`config.mk`:
```
export PLATFORM = sky130hd
export DESIGN_NAME = sms_stop_ctrl
export DESIGN_NICKNAME = d
export VERILOG_FILES = /design/src/verilog/sms_pkg.sv /design/src/verilog/sms_stop_ctrl.sv
export VERILOG_INCLUDE_DIRS = /design/src /design/src/verilog
export SDC_FILE = /design/constraint.sdc
export NUM_CORES = 1
export LEC_CHECK = 0
export ABC_AREA = 1
export BUFFER_PORTS_ARGS = -buffer_cell sky130_fd_sc_hd__buf_2
export CORE_ASPECT_RATIO = 1.4
export CORE_MARGIN = 2
export CORE_UTILIZATION = 25
export DETAILED_ROUTE_END_ITERATION = 7
export GPL_ROUTABILITY_DRIVEN = 0
export PLACE_DENSITY = 0.52
export SLEW_MARGIN = 20
export SYNTH_ARGS = -nofsm -noshare
export SYNTH_HDL_FRONTEND = slang
export SYNTH_SLANG_ARGS = --single-unit
export TNS_END_PERCENT = 100
```
`constraint.sdc`:
```
create_clock -name clk -period 2.8 [get_ports clk]
set_input_delay 0.56 -clock clk [delete_from_list [all_inputs] [get_ports clk]]
set_output_delay 0.56 -clock clk [all_outputs]
set_load 0.01 [all_outputs]
```
`src/verilog/sms_defs.svh`:
```
// Offsets, field positions, reset values and counts of the stop controller
`ifndef SMS_DEFS_SVH
`define SMS_DEFS_SVH
// ==================================================
// Register offsets
`define SMS_PMR_OFF   8'h00
`define SMS_PCTL_OFF  8'h04
`define SMS_STAB_OFF  8'h08
`define SMS_CFG_OFF   8'h0C
`define SMS_EMSK_OFF  8'h10
`define SMS_ISTA_OFF  8'h14
`define SMS_IMSK_OFF  8'h18
`define SMS_STAT_OFF  8'h1C
// ==================================================
// Control register fields
`define SMS_PCTL_STOP 0
`define SMS_PCTL_MMSK 1
`define SMS_PCTL_PNMK 2
`define SMS_PCTL_WNMK 3
// Clock configuration fields
`define SMS_CFG_SUB   0
`define SMS_CFG_T16WT 1
`define SMS_CFG_WTSUB 2
`define SMS_CFG_T8AX  3
`define SMS_CFG_T8BX  4
`define SMS_CFG_T8AM  5
`define SMS_CFG_T8BM  6
`define SMS_CFG_T16EN 7
`define SMS_CFG_TH2S  8
`define SMS_CFG_WD2S  9
// Interrupt status fields
`define SMS_EV_STOP   0
`define SMS_EV_WAKE   1
`define SMS_EV_RUN    2
// ==================================================
// Reset values and timing
`define SMS_STAB_RST  3'h7
`define SMS_STAB_UNIT 16'h0400
`define SMS_RST_STAB  32768
`endif

```
`src/verilog/sms_pkg.sv`:
```
// Types of the stop controller
package sms_pkg;
  typedef enum logic [1:0] {
    SMS_NORMAL,
    SMS_STOP,
    SMS_STAB
  } sms_state_t;
  typedef enum logic [1:0] {
    SMS_ACT_NONE,
    SMS_ACT_VECTOR,
    SMS_ACT_NEXT
  } sms_act_t;
  typedef struct packed {
    sms_state_t st;
    logic       pmode;
    logic [3:1] pctl;
    logic [2:0] stab_sel;
    logic [9:0] cfg;
    logic [7:0] emsk;
    logic [2:0] ista;
    logic [2:0] imsk;
    logic [2:0] s_nmi;
    logic [2:0] s_wd2i;
    logic [2:0] s_wd2r;
    logic [2:0] s_rstp;
    logic [2:0] s_per;
    logic [7:0] e1;
    logic [7:0] e2;
    logic [7:0] e3;
    logic       f_nmi;
    logic       f_wd2i;
    logic       f_wd2r;
    logic       f_rstp;
    logic       f_per;
    logic [7:0] f_ext;
    logic [15:0] cnt;
    logic       rst_wake;
    logic       nmi_wake;
    sms_act_t   act;
    logic       ack;
    logic       ack_pend;
    logic       retain;
    logic [15:0] rdata;
    logic       irq;
    logic       cpu_clk_en;
    logic       per_clk_en;
    logic       main_osc_en;
    logic       sub_osc_en;
    logic       ram_hold;
    logic       port_hold;
    logic       sys_rst;
    logic [5:0] run_sub;
    logic       run_main;
  } sms_st_t;
endpackage

```
`src/verilog/sms_stop_ctrl.sv`:
```
// Stop mode standby controller: entry, clock gating, wake-up and wait
//
// Design decisions made here: the register offsets and the strobed register port.
`timescale 1ns/1ps
`default_nettype none
`include "sms_defs.svh"

module sms_stop_ctrl
  import sms_pkg::*;
#(
  parameter int RESET_STAB_CYCLES = `SMS_RST_STAB
) (
  input  wire logic        clk,
  input  wire logic        resetn,
  input  wire logic [7:0]  addr,
  input  wire logic [15:0] wdata,
  input  wire logic        wr,
  input  wire logic        rd,
  output logic      [15:0] rdata,
  output logic             irq,
  input  wire logic        nmi_pin,
  input  wire logic [7:0]  external_interrupt_pins,
  input  wire logic        periph_irq,
  input  wire logic        second_watchdog_interrupt,
  input  wire logic        second_watchdog_reset,
  input  wire logic        reset_pin_n,
  input  wire logic        in_handler,
  input  wire logic        interrupts_enabled_state,
  input  wire logic [2:0]  service_prio,
  input  wire logic [2:0]  request_prio,
  output logic             cpu_clk_en,
  output logic             periph_main_clk_en,
  output logic             main_osc_en,
  output logic             sub_osc_en,
  output logic             ram_hold,
  output logic             port_hold,
  output logic             sys_reset_req,
  output sms_act_t         wake_action,
  output logic             wake_ack,
  output logic             request_retained,
  output logic             sixteen_bit_timer_run,
  output logic             eight_bit_timer_a_run,
  output logic             eight_bit_timer_b_run,
  output logic             second_timer_h_run,
  output logic             watch_timer_run,
  output logic             second_watchdog_run,
  output logic             main_domain_run
);

  // ==================================================
  // Helpers
  function automatic logic [15:0] stab_len(
    input logic [2:0] sel
  );
    stab_len = `SMS_STAB_UNIT * ({13'h0000, sel} + 16'h0001);
  endfunction

  function automatic logic bit_of(
    input logic [9:0] v,
    input int         i
  );
    bit_of = v[i];
  endfunction

  localparam logic [15:0] RST_CNT = 16'(RESET_STAB_CYCLES);

  sms_st_t q, d;

  logic       wk_nmi;
  logic       wk_wd2;
  logic       wk_mask;
  logic       wk_rst;
  logic       sub;
  logic       t16;
  logic [5:0] run_stop;
  logic [2:0] ev_set;

  // ==================================================
  // Next state
  always_comb begin
    d = q;
    ev_set = 3'b000;
    // Three-stage sync; a change counts when stages two and three agree
    d.s_nmi  = {q.s_nmi[1:0], nmi_pin};
    d.s_wd2i = {q.s_wd2i[1:0], second_watchdog_interrupt};
    d.s_wd2r = {q.s_wd2r[1:0], second_watchdog_reset};
    d.s_rstp = {q.s_rstp[1:0], ~reset_pin_n};
    d.s_per  = {q.s_per[1:0], periph_irq};
    d.e1     = external_interrupt_pins;
    d.e2     = q.e1;
    d.e3     = q.e2;
    if (q.s_nmi[1] == q.s_nmi[2]) begin
      d.f_nmi = q.s_nmi[2];
    end
    if (q.s_wd2i[1] == q.s_wd2i[2]) begin
      d.f_wd2i = q.s_wd2i[2];
    end
    if (q.s_wd2r[1] == q.s_wd2r[2]) begin
      d.f_wd2r = q.s_wd2r[2];
    end
    if (q.s_rstp[1] == q.s_rstp[2]) begin
      d.f_rstp = q.s_rstp[2];
    end
    if (q.s_per[1] == q.s_per[2]) begin
      d.f_per = q.s_per[2];
    end
    for (int i = 0; i < 8; i++) begin
      if (q.e2[i] == q.e3[i]) begin
        d.f_ext[i] = q.e3[i];
      end
    end

    sub = q.cfg[`SMS_CFG_SUB];
    // Masked sources never count as wake-ups
    wk_nmi = q.f_nmi & ~q.pctl[`SMS_PCTL_PNMK];
    wk_wd2 = q.f_wd2i & ~q.pctl[`SMS_PCTL_WNMK]
           & sub & bit_of(q.cfg, `SMS_CFG_WD2S);
    wk_mask = ~q.pctl[`SMS_PCTL_MMSK]
            & (q.f_per | (|(q.f_ext & ~q.emsk)));
    wk_rst = q.f_rstp
           | (q.f_wd2r & sub & bit_of(q.cfg, `SMS_CFG_WD2S));

    // Stop-mode run enables of the subclock and external clock users
    t16 = sub & bit_of(q.cfg, `SMS_CFG_T16WT)
        & bit_of(q.cfg, `SMS_CFG_WTSUB);
    run_stop[0] = t16;
    run_stop[1] = bit_of(q.cfg, `SMS_CFG_T8AX)
                | (sub & t16 & bit_of(q.cfg, `SMS_CFG_T8AM)
                   & bit_of(q.cfg, `SMS_CFG_T16EN));
    run_stop[2] = bit_of(q.cfg, `SMS_CFG_T8BX)
                | (sub & t16 & bit_of(q.cfg, `SMS_CFG_T8BM)
                   & bit_of(q.cfg, `SMS_CFG_T16EN));
    run_stop[3] = sub & bit_of(q.cfg, `SMS_CFG_TH2S);
    run_stop[4] = sub & bit_of(q.cfg, `SMS_CFG_WTSUB);
    run_stop[5] = sub & bit_of(q.cfg, `SMS_CFG_WD2S);

    d.ack     = 1'b0;
    d.sys_rst = 1'b0;

    unique case (q.st)
      SMS_NORMAL: begin
        d.act = SMS_ACT_NONE;
        // Software owes the no-op gap; the gating is immediate
        if (wr && addr == `SMS_PCTL_OFF && wdata[`SMS_PCTL_STOP]
            && q.pmode) begin
          d.st = SMS_STOP;
          ev_set[`SMS_EV_STOP] = 1'b1;
        end
      end
      SMS_STOP: begin
        if (wk_rst) begin
          d.st       = SMS_STAB;
          d.rst_wake = 1'b1;
          d.sys_rst  = 1'b1;
          d.cnt      = RST_CNT;
        end else if (wk_nmi | wk_wd2 | wk_mask) begin
          d.st       = SMS_STAB;
          d.rst_wake = 1'b0;
          d.nmi_wake = wk_nmi | wk_wd2;
          d.cnt      = stab_len(q.stab_sel);
          ev_set[`SMS_EV_WAKE] = 1'b1;
        end
      end
      SMS_STAB: begin
        d.cnt = q.cnt - 16'h0001;
        if (q.rst_wake) begin
          d.sys_rst = 1'b1;
        end
        if (q.cnt == 16'h0001) begin
          d.st = SMS_NORMAL;
          ev_set[`SMS_EV_RUN] = 1'b1;
          if (q.nmi_wake) begin
            d.act = SMS_ACT_VECTOR;
            d.ack = 1'b1;
          end else if (q.rst_wake) begin
            d.act = SMS_ACT_NONE;
          end else if (in_handler
                       && request_prio <= service_prio) begin
            d.act    = SMS_ACT_NEXT;
            d.retain = 1'b1;
          end else if (interrupts_enabled_state) begin
            d.act = SMS_ACT_VECTOR;
            d.ack = 1'b1;
          end else begin
            d.act    = SMS_ACT_NEXT;
            d.retain = 1'b1;
          end
        end
      end
    endcase

    if (ack_clear()) begin
      d.retain = 1'b0;
    end

    // Outputs follow the state being entered, except sub_osc_en, which follows the SUB configuration bit
    d.cpu_clk_en  = (d.st == SMS_NORMAL);
    d.per_clk_en  = (d.st == SMS_NORMAL);
    d.main_osc_en = (d.st != SMS_STOP);
    d.sub_osc_en  = q.cfg[`SMS_CFG_SUB];
    d.ram_hold    = (d.st != SMS_NORMAL);
    d.port_hold   = (d.st != SMS_NORMAL);
    d.run_main    = (d.st == SMS_NORMAL);
    d.run_sub     = (d.st == SMS_NORMAL) ? 6'h3F : run_stop;

    // Register writes; gating bits lock while the CPU is stopped
    if (wr && q.st == SMS_NORMAL) begin
      unique case (addr)
        `SMS_PMR_OFF:  d.pmode    = wdata[0];
        `SMS_PCTL_OFF: d.pctl     = wdata[3:1];
        `SMS_STAB_OFF: d.stab_sel = wdata[2:0];
        `SMS_CFG_OFF:  d.cfg      = wdata[9:0];
        `SMS_EMSK_OFF: d.emsk     = wdata[7:0];
        `SMS_IMSK_OFF: d.imsk     = wdata[2:0];
        default: ;
      endcase
    end
    // Hardware set wins over write-one-to-clear
    if (wr && addr == `SMS_ISTA_OFF) begin
      d.ista = q.ista & ~wdata[2:0];
    end
    d.ista = d.ista | ev_set;
    d.irq = |(d.ista & d.imsk);

    d.rdata = 16'h0000;
    if (rd) begin
      unique case (addr)
        `SMS_PMR_OFF:  d.rdata = {15'h0000, q.pmode};
        `SMS_PCTL_OFF: d.rdata = {12'h000, q.pctl, 1'b0};
        `SMS_STAB_OFF: d.rdata = {13'h0000, q.stab_sel};
        `SMS_CFG_OFF:  d.rdata = {6'h00, q.cfg};
        `SMS_EMSK_OFF: d.rdata = {8'h00, q.emsk};
        `SMS_ISTA_OFF: d.rdata = {13'h0000, q.ista};
        `SMS_IMSK_OFF: d.rdata = {13'h0000, q.imsk};
        `SMS_STAT_OFF: d.rdata = {11'h000, q.retain, q.rst_wake,
                                  q.nmi_wake, 2'(q.st)};
        default:       d.rdata = 16'h0000;
      endcase
    end

    // A reset wake ends exactly as a power-on reset does
    if (q.st == SMS_STAB && q.rst_wake && q.cnt == 16'h0001) begin
      d = reset_val();
    end
  end

  // Retained request is dropped once the CPU is out of the handler with interrupts enabled
  function automatic logic ack_clear();
    ack_clear = (q.st == SMS_NORMAL) && !in_handler && q.retain
              && interrupts_enabled_state;
  endfunction

  function automatic sms_st_t reset_val();
    sms_st_t r;
    r             = '0;
    r.st          = SMS_NORMAL;
    r.act         = SMS_ACT_NONE;
    r.stab_sel    = `SMS_STAB_RST;
    r.cpu_clk_en  = 1'b1;
    r.per_clk_en  = 1'b1;
    r.main_osc_en = 1'b1;
    r.run_main    = 1'b1;
    r.run_sub     = 6'h3F;
    r.cnt         = 16'h0001;
    reset_val     = r;
  endfunction

  // ==================================================
  // State register
  always_ff @(posedge clk) begin
    if (!resetn) begin
      q <= reset_val();
    end else begin
      q <= d;
    end
  end

  assign rdata                 = q.rdata;
  assign irq                   = q.irq;
  assign cpu_clk_en            = q.cpu_clk_en;
  assign periph_main_clk_en    = q.per_clk_en;
  assign main_osc_en           = q.main_osc_en;
  assign sub_osc_en            = q.sub_osc_en;
  assign ram_hold              = q.ram_hold;
  assign port_hold             = q.port_hold;
  assign sys_reset_req         = q.sys_rst;
  assign wake_action           = q.act;
  assign wake_ack              = q.ack;
  assign request_retained      = q.retain;
  assign sixteen_bit_timer_run = q.run_sub[0];
  assign eight_bit_timer_a_run = q.run_sub[1];
  assign eight_bit_timer_b_run = q.run_sub[2];
  assign second_timer_h_run    = q.run_sub[3];
  assign watch_timer_run       = q.run_sub[4];
  assign second_watchdog_run   = q.run_sub[5];
  assign main_domain_run       = q.run_main;

  // ==================================================
  // Checks
  stop_entry_a:
    assert property (@(posedge clk) disable iff (!resetn)
      $rose(q.st == SMS_STOP) |-> $past(q.pmode))
    else $error("stop entered without mode select");

  osc_halt_a:
    assert property (@(posedge clk) disable iff (!resetn)
      q.st == SMS_STOP |-> !main_osc_en)
    else $error("main oscillator running in stop");

  cpu_gate_a:
    assert property (@(posedge clk) disable iff (!resetn)
      q.st != SMS_NORMAL |-> !cpu_clk_en && !periph_main_clk_en)
    else $error("CPU clock running while stopped");

  mask_block_a:
    assert property (@(posedge clk) disable iff (!resetn)
      q.st == SMS_STOP && !wk_rst && !wk_mask && !wk_wd2
      && q.pctl[`SMS_PCTL_PNMK] |=> q.st == SMS_STOP)
    else $error("masked source ended stop");

  wake_go_a:
    assert property (@(posedge clk) disable iff (!resetn)
      q.st == SMS_STOP && (wk_nmi || wk_mask) |=> q.st == SMS_STAB)
    else $error("valid request did not end stop");

  stab_wait_a:
    assert property (@(posedge clk) disable iff (!resetn)
      $rose(q.st == SMS_STAB) && !q.rst_wake
      && q.cnt == 16'h0400 |-> !cpu_clk_en [*8])
    else $error("CPU restarted before wait");

  stab_len_a:
    assert property (@(posedge clk) disable iff (!resetn)
      $rose(q.st == SMS_STAB) && !q.rst_wake
      |-> q.cnt == stab_len($past(q.stab_sel)))
    else $error("wrong stabilization length");

  low_prio_a:
    assert property (@(posedge clk) disable iff (!resetn)
      wake_action == SMS_ACT_NEXT && $changed(wake_action)
      |-> !wake_ack && request_retained)
    else $error("low priority request was taken");

  ctrl_stop_a:
    assert property (@(posedge clk) disable iff (!resetn)
      q.st == SMS_STOP |-> !main_domain_run)
    else $error("main domain running in stop");

  port_keep_a:
    assert property (@(posedge clk) disable iff (!resetn)
      q.st == SMS_STOP |-> port_hold && ram_hold)
    else $error("ports not held in stop");

endmodule
`default_nettype wire
```
Word-level counts from Yosys, hierarchy flattened
Index checks and enable logic that the tools add are counted.
Widths: inputs -> output; s select.
{"block": "classes", "n_addsub": 2, "n_mul": 0, "div_mod_pow": 0, "magnitude_cmp": 1, "eq_ne": 27, "n_shift": 0, "muxes": 33, "n_bitwise": 40, "n_reduce_logical": 36}
{"cell": "$pmux 10 s8", "count": 1}
{"cell": "$eq 8x5->1 const B", "count": 4}
{"cell": "$pmux 16 s2", "count": 1}
{"cell": "$mux 18", "count": 1}
{"cell": "$and 1x1->1", "count": 17}
{"cell": "$mux 17", "count": 1}
{"cell": "$eq 16x1->1 const B", "count": 1}
{"cell": "$eq 8x4->1 const B", "count": 2}
{"cell": "$reduce_and 2->1", "count": 8}
{"cell": "$sub 16x1->16 const B", "count": 1}
{"cell": "$mux 3", "count": 5}
{"cell": "$mux 1", "count": 14}
{"cell": "$mux 2", "count": 7}
{"cell": "$eq 1x1->1", "count": 13}
{"cell": "$reduce_or 3->1", "count": 4}
{"cell": "$logic_and 1x1->1", "count": 11}
{"cell": "$not 1->1", "count": 11}
{"cell": "$and 8x8->8", "count": 1}
{"cell": "$eq 8x3->1 const B", "count": 1}
{"cell": "$logic_not 8->1", "count": 1}
{"cell": "$not 8->8", "count": 1}
{"cell": "$reduce_bool 2->1", "count": 4}
{"cell": "$reduce_or 8->1", "count": 1}
{"cell": "$and 3x3->3", "count": 2}
{"cell": "18 further kinds", "count": 26}
{"block": "totals", "regBits": 135, "latchBits": 0, "ram_bits": 0, "rom_bits": 0, "in_bits": 49, "out_inout_bits": 35, "elab_cells": 182, "mem_count": 0}

Longest topological paths before layout
{"block": "logic_depth", "word_depth": 12, "mapped_depth": 12}

Worst setup path before layout
OpenSTA, ideal clock, no wires.
{"block": "synth_path", "kind": "in2reg", "from": "in addr[1]", "to": "reg q, in the netlist irq", "setup_time_ns": 0.120, "arrival_ns": 1.523, "required_time_ns": 2.680, "setup_slack_ns": 1.157, "cell_stages": 9, "n_path_buf": 0, "cell_sequence": "nor2_2 -> inv_2 -> nor3_4 -> nand2_4 -> nor2_8 -> nand2_1 -> o21a_1 -> nand3_1 -> nand3_1"}
{"block": "synth_via", "elab_chain_len": 9, "word_cells_on_any_way": 15, "cone_classes": "3 x eq/ne; 5 x mux; 2 x bitwise; 5 x reduce/logical"}
{"element": "from (decl)", "line_no": "sms_stop_ctrl.sv:15", "text": "input wire logic [7:0] addr,"}
{"element": "$eq 8x3->1"}
{"element": "$logic_and 1x1->1 (no source line)"}
{"element": "$logic_and 1x1->1 (2 in series)", "line_no": "sms_stop_ctrl.sv:144", "text": "if (wr && addr == `SMS_PCTL_OFF && wdata[`SMS_PCTL_STOP]"}
{"element": "$mux 1", "line_no": "sms_stop_ctrl.sv:144"}
{"element": "$mux 1", "line_no": "sms_stop_ctrl.sv:140", "text": "unique case (q.st)"}
{"element": "$or 3x3->3", "line_no": "sms_stop_ctrl.sv:222", "text": "d.ista = d.ista | ev_set;"}
{"element": "$and 3x3->3 (*)", "line_no": "sms_stop_ctrl.sv:223", "text": "d.irq = |(d.ista & d.imsk);"}
{"element": "$reduce_or 3->1 (*)", "line_no": "sms_stop_ctrl.sv:223"}
{"element": "to (signal assigned)", "line_no": "sms_stop_ctrl.sv:272", "text": "q <= reset_val();"}
{"element": "to (decl)", "line_no": "sms_stop_ctrl.sv:67", "text": "sms_st_t q, d;"}
Every way passes the cells marked *; elsewhere a longest branch is shown, timed or not.
A chain may end at the register's enable or synchronous reset.

Worst setup path after layout
{"block": "layout_path", "from": "reg q[137] (netlist name)", "to": "reg q, in the netlist rdata[7]"}
{"block": "layout_via", "elab_chain_len": 4}
{"element": "$eq 2x2->1", "line_no": "sms_stop_ctrl.sv:242", "text": "if (q.st == SMS_STAB && q.rst_wake && q.cnt == 16'h0001) begin"}
{"element": "$logic_and 1x1->1 (2 in series)", "line_no": "sms_stop_ctrl.sv:242"}
{"element": "$reduce_or 3->1 (no source line)"}
Every way passes these cells.

==> impl_metrics.toml <==
[timing]
slew_violations = 0
rsz0062_at_grt = "false"
setup_tns_ps = 0
period_needed_ps = 2154
fin_skew_ps = 10.10
fin_crit_sh_pct = 76.94
max_clock_freq_mhz = 464.2
hold_viol_final = 0
setup_viol = 0

[routing]
wl_met2_mm = 7.077
vias = 4814
wl_per_cell_um = 12.58
drtAntennaViolNets = 0
vias_per_cell = 4.298
first_pass_iters = 8
routed_wl_mm = 14.09
route.met3.wl_um = 579
drc_errors = 1
wl_met1_mm = 5.988
top_layer_used = "met5"
first_iter_violations = 307

[yosys]
seq_area_frac_synth_pct = 44.96
syn-cell-area_um2 = 5744
synth_ff_type = "dfxtp_1"
synthCells = 748
ys_types = 41
ys_warn_count = 0
avgSynthCellArea_um2 = 7.679
synthTopCellsByArea = "dfxtp_1 (45%), nand2_1 (8.5%), inv_1 (6.8%), nor2_1 (5.9%), a21oi_1 (5.8%)"
synth_top_area_share_pct = 44.96
yosys.area.top_type = "dfxtp_1"
synth-async-reset-ratio_pct = 0
synth_enable_flop_cells = 0
yosys_register_bits = 129

[worst_setup_path]
cp.required_ps = 3130
slowest_stage = "inv_2"
path_class = "reg2reg"
path_max_fanout = 21
crit_top_cell = "inv_1"
cpPeakStageDelay_ps = 350
startpoint_type = "flip-flop"
crit_chain = "inv_1 > ha_1 > nand2_1 > inv_1 > nand3_1 > nand2_4 > inv_2 > nand4_1 > a21oi_1"
critical_path_arrival_ps = 2490
end_kind = "flip-flop"

[cells_and_area]
fillers = 2459
nets = 864
drive_above_1_share_pct = 18.32
diodes = 0
syn_to_final_growth_pct = 18.23
layout_commonest_cell = "nand2_1"
layout_common_cells = "nand2_1 (130), dfxtp_1 (129), inv_1 (104)"

[global_routing]
grt_pass1_wl_mm = 22.61
grtUsageTotal_pct = 11.81
grt_start_max_net_pins = 46
antenna_found_initial = 4
grt_overflow = 0
grt_pass1_vias = 4586

[outcome]
violations = "design-rule violations"
outcome = "complete, but fails checks"

[floorplan]
die_h_um = 183.4
die_area_um2 = 24220
initial_core_util_pct = 25.50
fp.dieW_um = 132.1
ios = 84
rows = 65
core_um2 = 22530

[pwr]
irDropWorstVdd_v = 0.0004081
power.leakage_nw = 2.828
p_per_area_nw_per_um2 = 609.8
power_mw = 4.141

[clocking]
root_buffer = "clkbuf_16"
cts.sinks = 129
clock_latency_ps = 410
cts_max_level = 4
cts.clk_slew.worst_paths_ps = 60
cts_tree = "built"
post-cts-setup-buffers = 0
ctsHoldBuffers = 0
ctsResizeCount = 0
numCtsBuffers = 17
ctsLongestPathBuffers = 2

[hold_path]
min_path_type = "in2reg"

[placed_design]
port_buffers = 71
place_hpwl_mm = 10.35

[run]
max_cap_viol_count = 0
layout make-up:
class | count | area, um2 | area share (%)
multi-input combinational | 470 | 2429 | 35.76
clock buffer | 20 | 466.7 | 6.872
timing repair buffer | 77 | 412.9 | 6.080
sequential | 129 | 2582 | 38.03
clock inverter | 12 | 107.6 | 1.584
inverter | 111 | 416.7 | 6.135
tap | 301 | 376.6 | 5.545
metrics by stage:
stage	cells	area, um2	utilization [%]	worst slack (ps)	hold slack [ps]
finish	1120	6792	30.15	645.6	315.4
global route	1120	6792	30.15	438.7	307.7
CTS	1120	6792	30.15	648.4	303.2
detailed placement	1088	6217	27.60	662.3	397.4
global placement	1088	6217	27.60	632.2	401.4
floorplan	753	5763	-	1157	393.6
flip-flops by register name, summed over array words and instances, names as in the netlist:
register and count:
second_timer_h_run 1, port_hold 1, main_domain_run 1, second_watchdog_run 1, watch_timer_run 1, sub_osc_en 1
request_retained 1, rdata 10, sixteen_bit_timer_run 1, q 103, main_osc_en 1, wake_action 2
wake_ack 1, eight_bit_timer_a_run 1, irq 1, sys_reset_req 1, eight_bit_timer_b_run 1
synthesized netlist by cell type, types with 2 or more instances:
cell and instances:
nand2_1 130, dfxtp_1 129, inv_1 104, nor2_1 90, a21oi_1 66, nand3_1 51
o21ai_0 30, buf_4 25, nand4_1 17, buf_6 10, ha_1 9, xor2_1 8
inv_2 7, o22ai_1 6, a31oi_1 5, nand2_2 5, nand3_2 5, buf_2 4
nand2_4 4, nor2_2 4, a21oi_2 3, nor2_4 3, nor3_4 3, o211ai_1 3
buf_1 2, clkbuf_1 2, nor2_8 2, nor3_1 2, nor3b_1 2, nor4_1 2
o21a_1 2, o21ai_1 2, o21ai_2 2, xnor2_1 2
path summary, 6_finish.rpt:
check,startpoint,endpoint,slack (ps),cells past startpoint
min reg2reg,q[85],q[77],410,2
max,q[137],rdata[7],650,9
min,reset_pin_n,q[94],320,2
max reg2reg,q[137],rdata[7],650,9
power by group:
| group | internal (mW) | total (mW) | switching (mW) |
|---|---|---|---|
| logic | 0.0488 | 0.151 | 0.102 |
| clock network | 1.29 | 2.12 | 0.829 |
| registers | 1.86 | 1.87 | 0.00967 |
| total | 3.20 | 4.14 | 0.941 |
critical path: cells and delay by family (launching register included):
kind | cells | cell delay (ps)
buf+inv | 3 | 510
flops | 1 | 340
fa+ha+maj | 1 | 240
simple gates | 4 | 730
compound gates | 1 | 240
metal layers:
layer | global-route usage, % | vias to the layer above
met5 | 0 | -
met4 | 6.000 | 8
met3 | 2.985 | 32
met2 | 20.77 | 104
met1 | 13.16 | 2190
li1 | - | 2480
kinds of logic after synthesis:
| group | count (synthesis) | share of synthesized area [%] |
|---|---|---|
| simple gates | 324 | 26.99 |
| fa+ha+maj | 9 | 1.960 |
| other cells | 1 | 0.06528 |
| flops | 129 | 44.96 |
| buf+inv | 154 | 13.09 |
| compound gates | 121 | 11.41 |
| xor+xnor | 10 | 1.525 |
(Power assumes the default switching activity.)
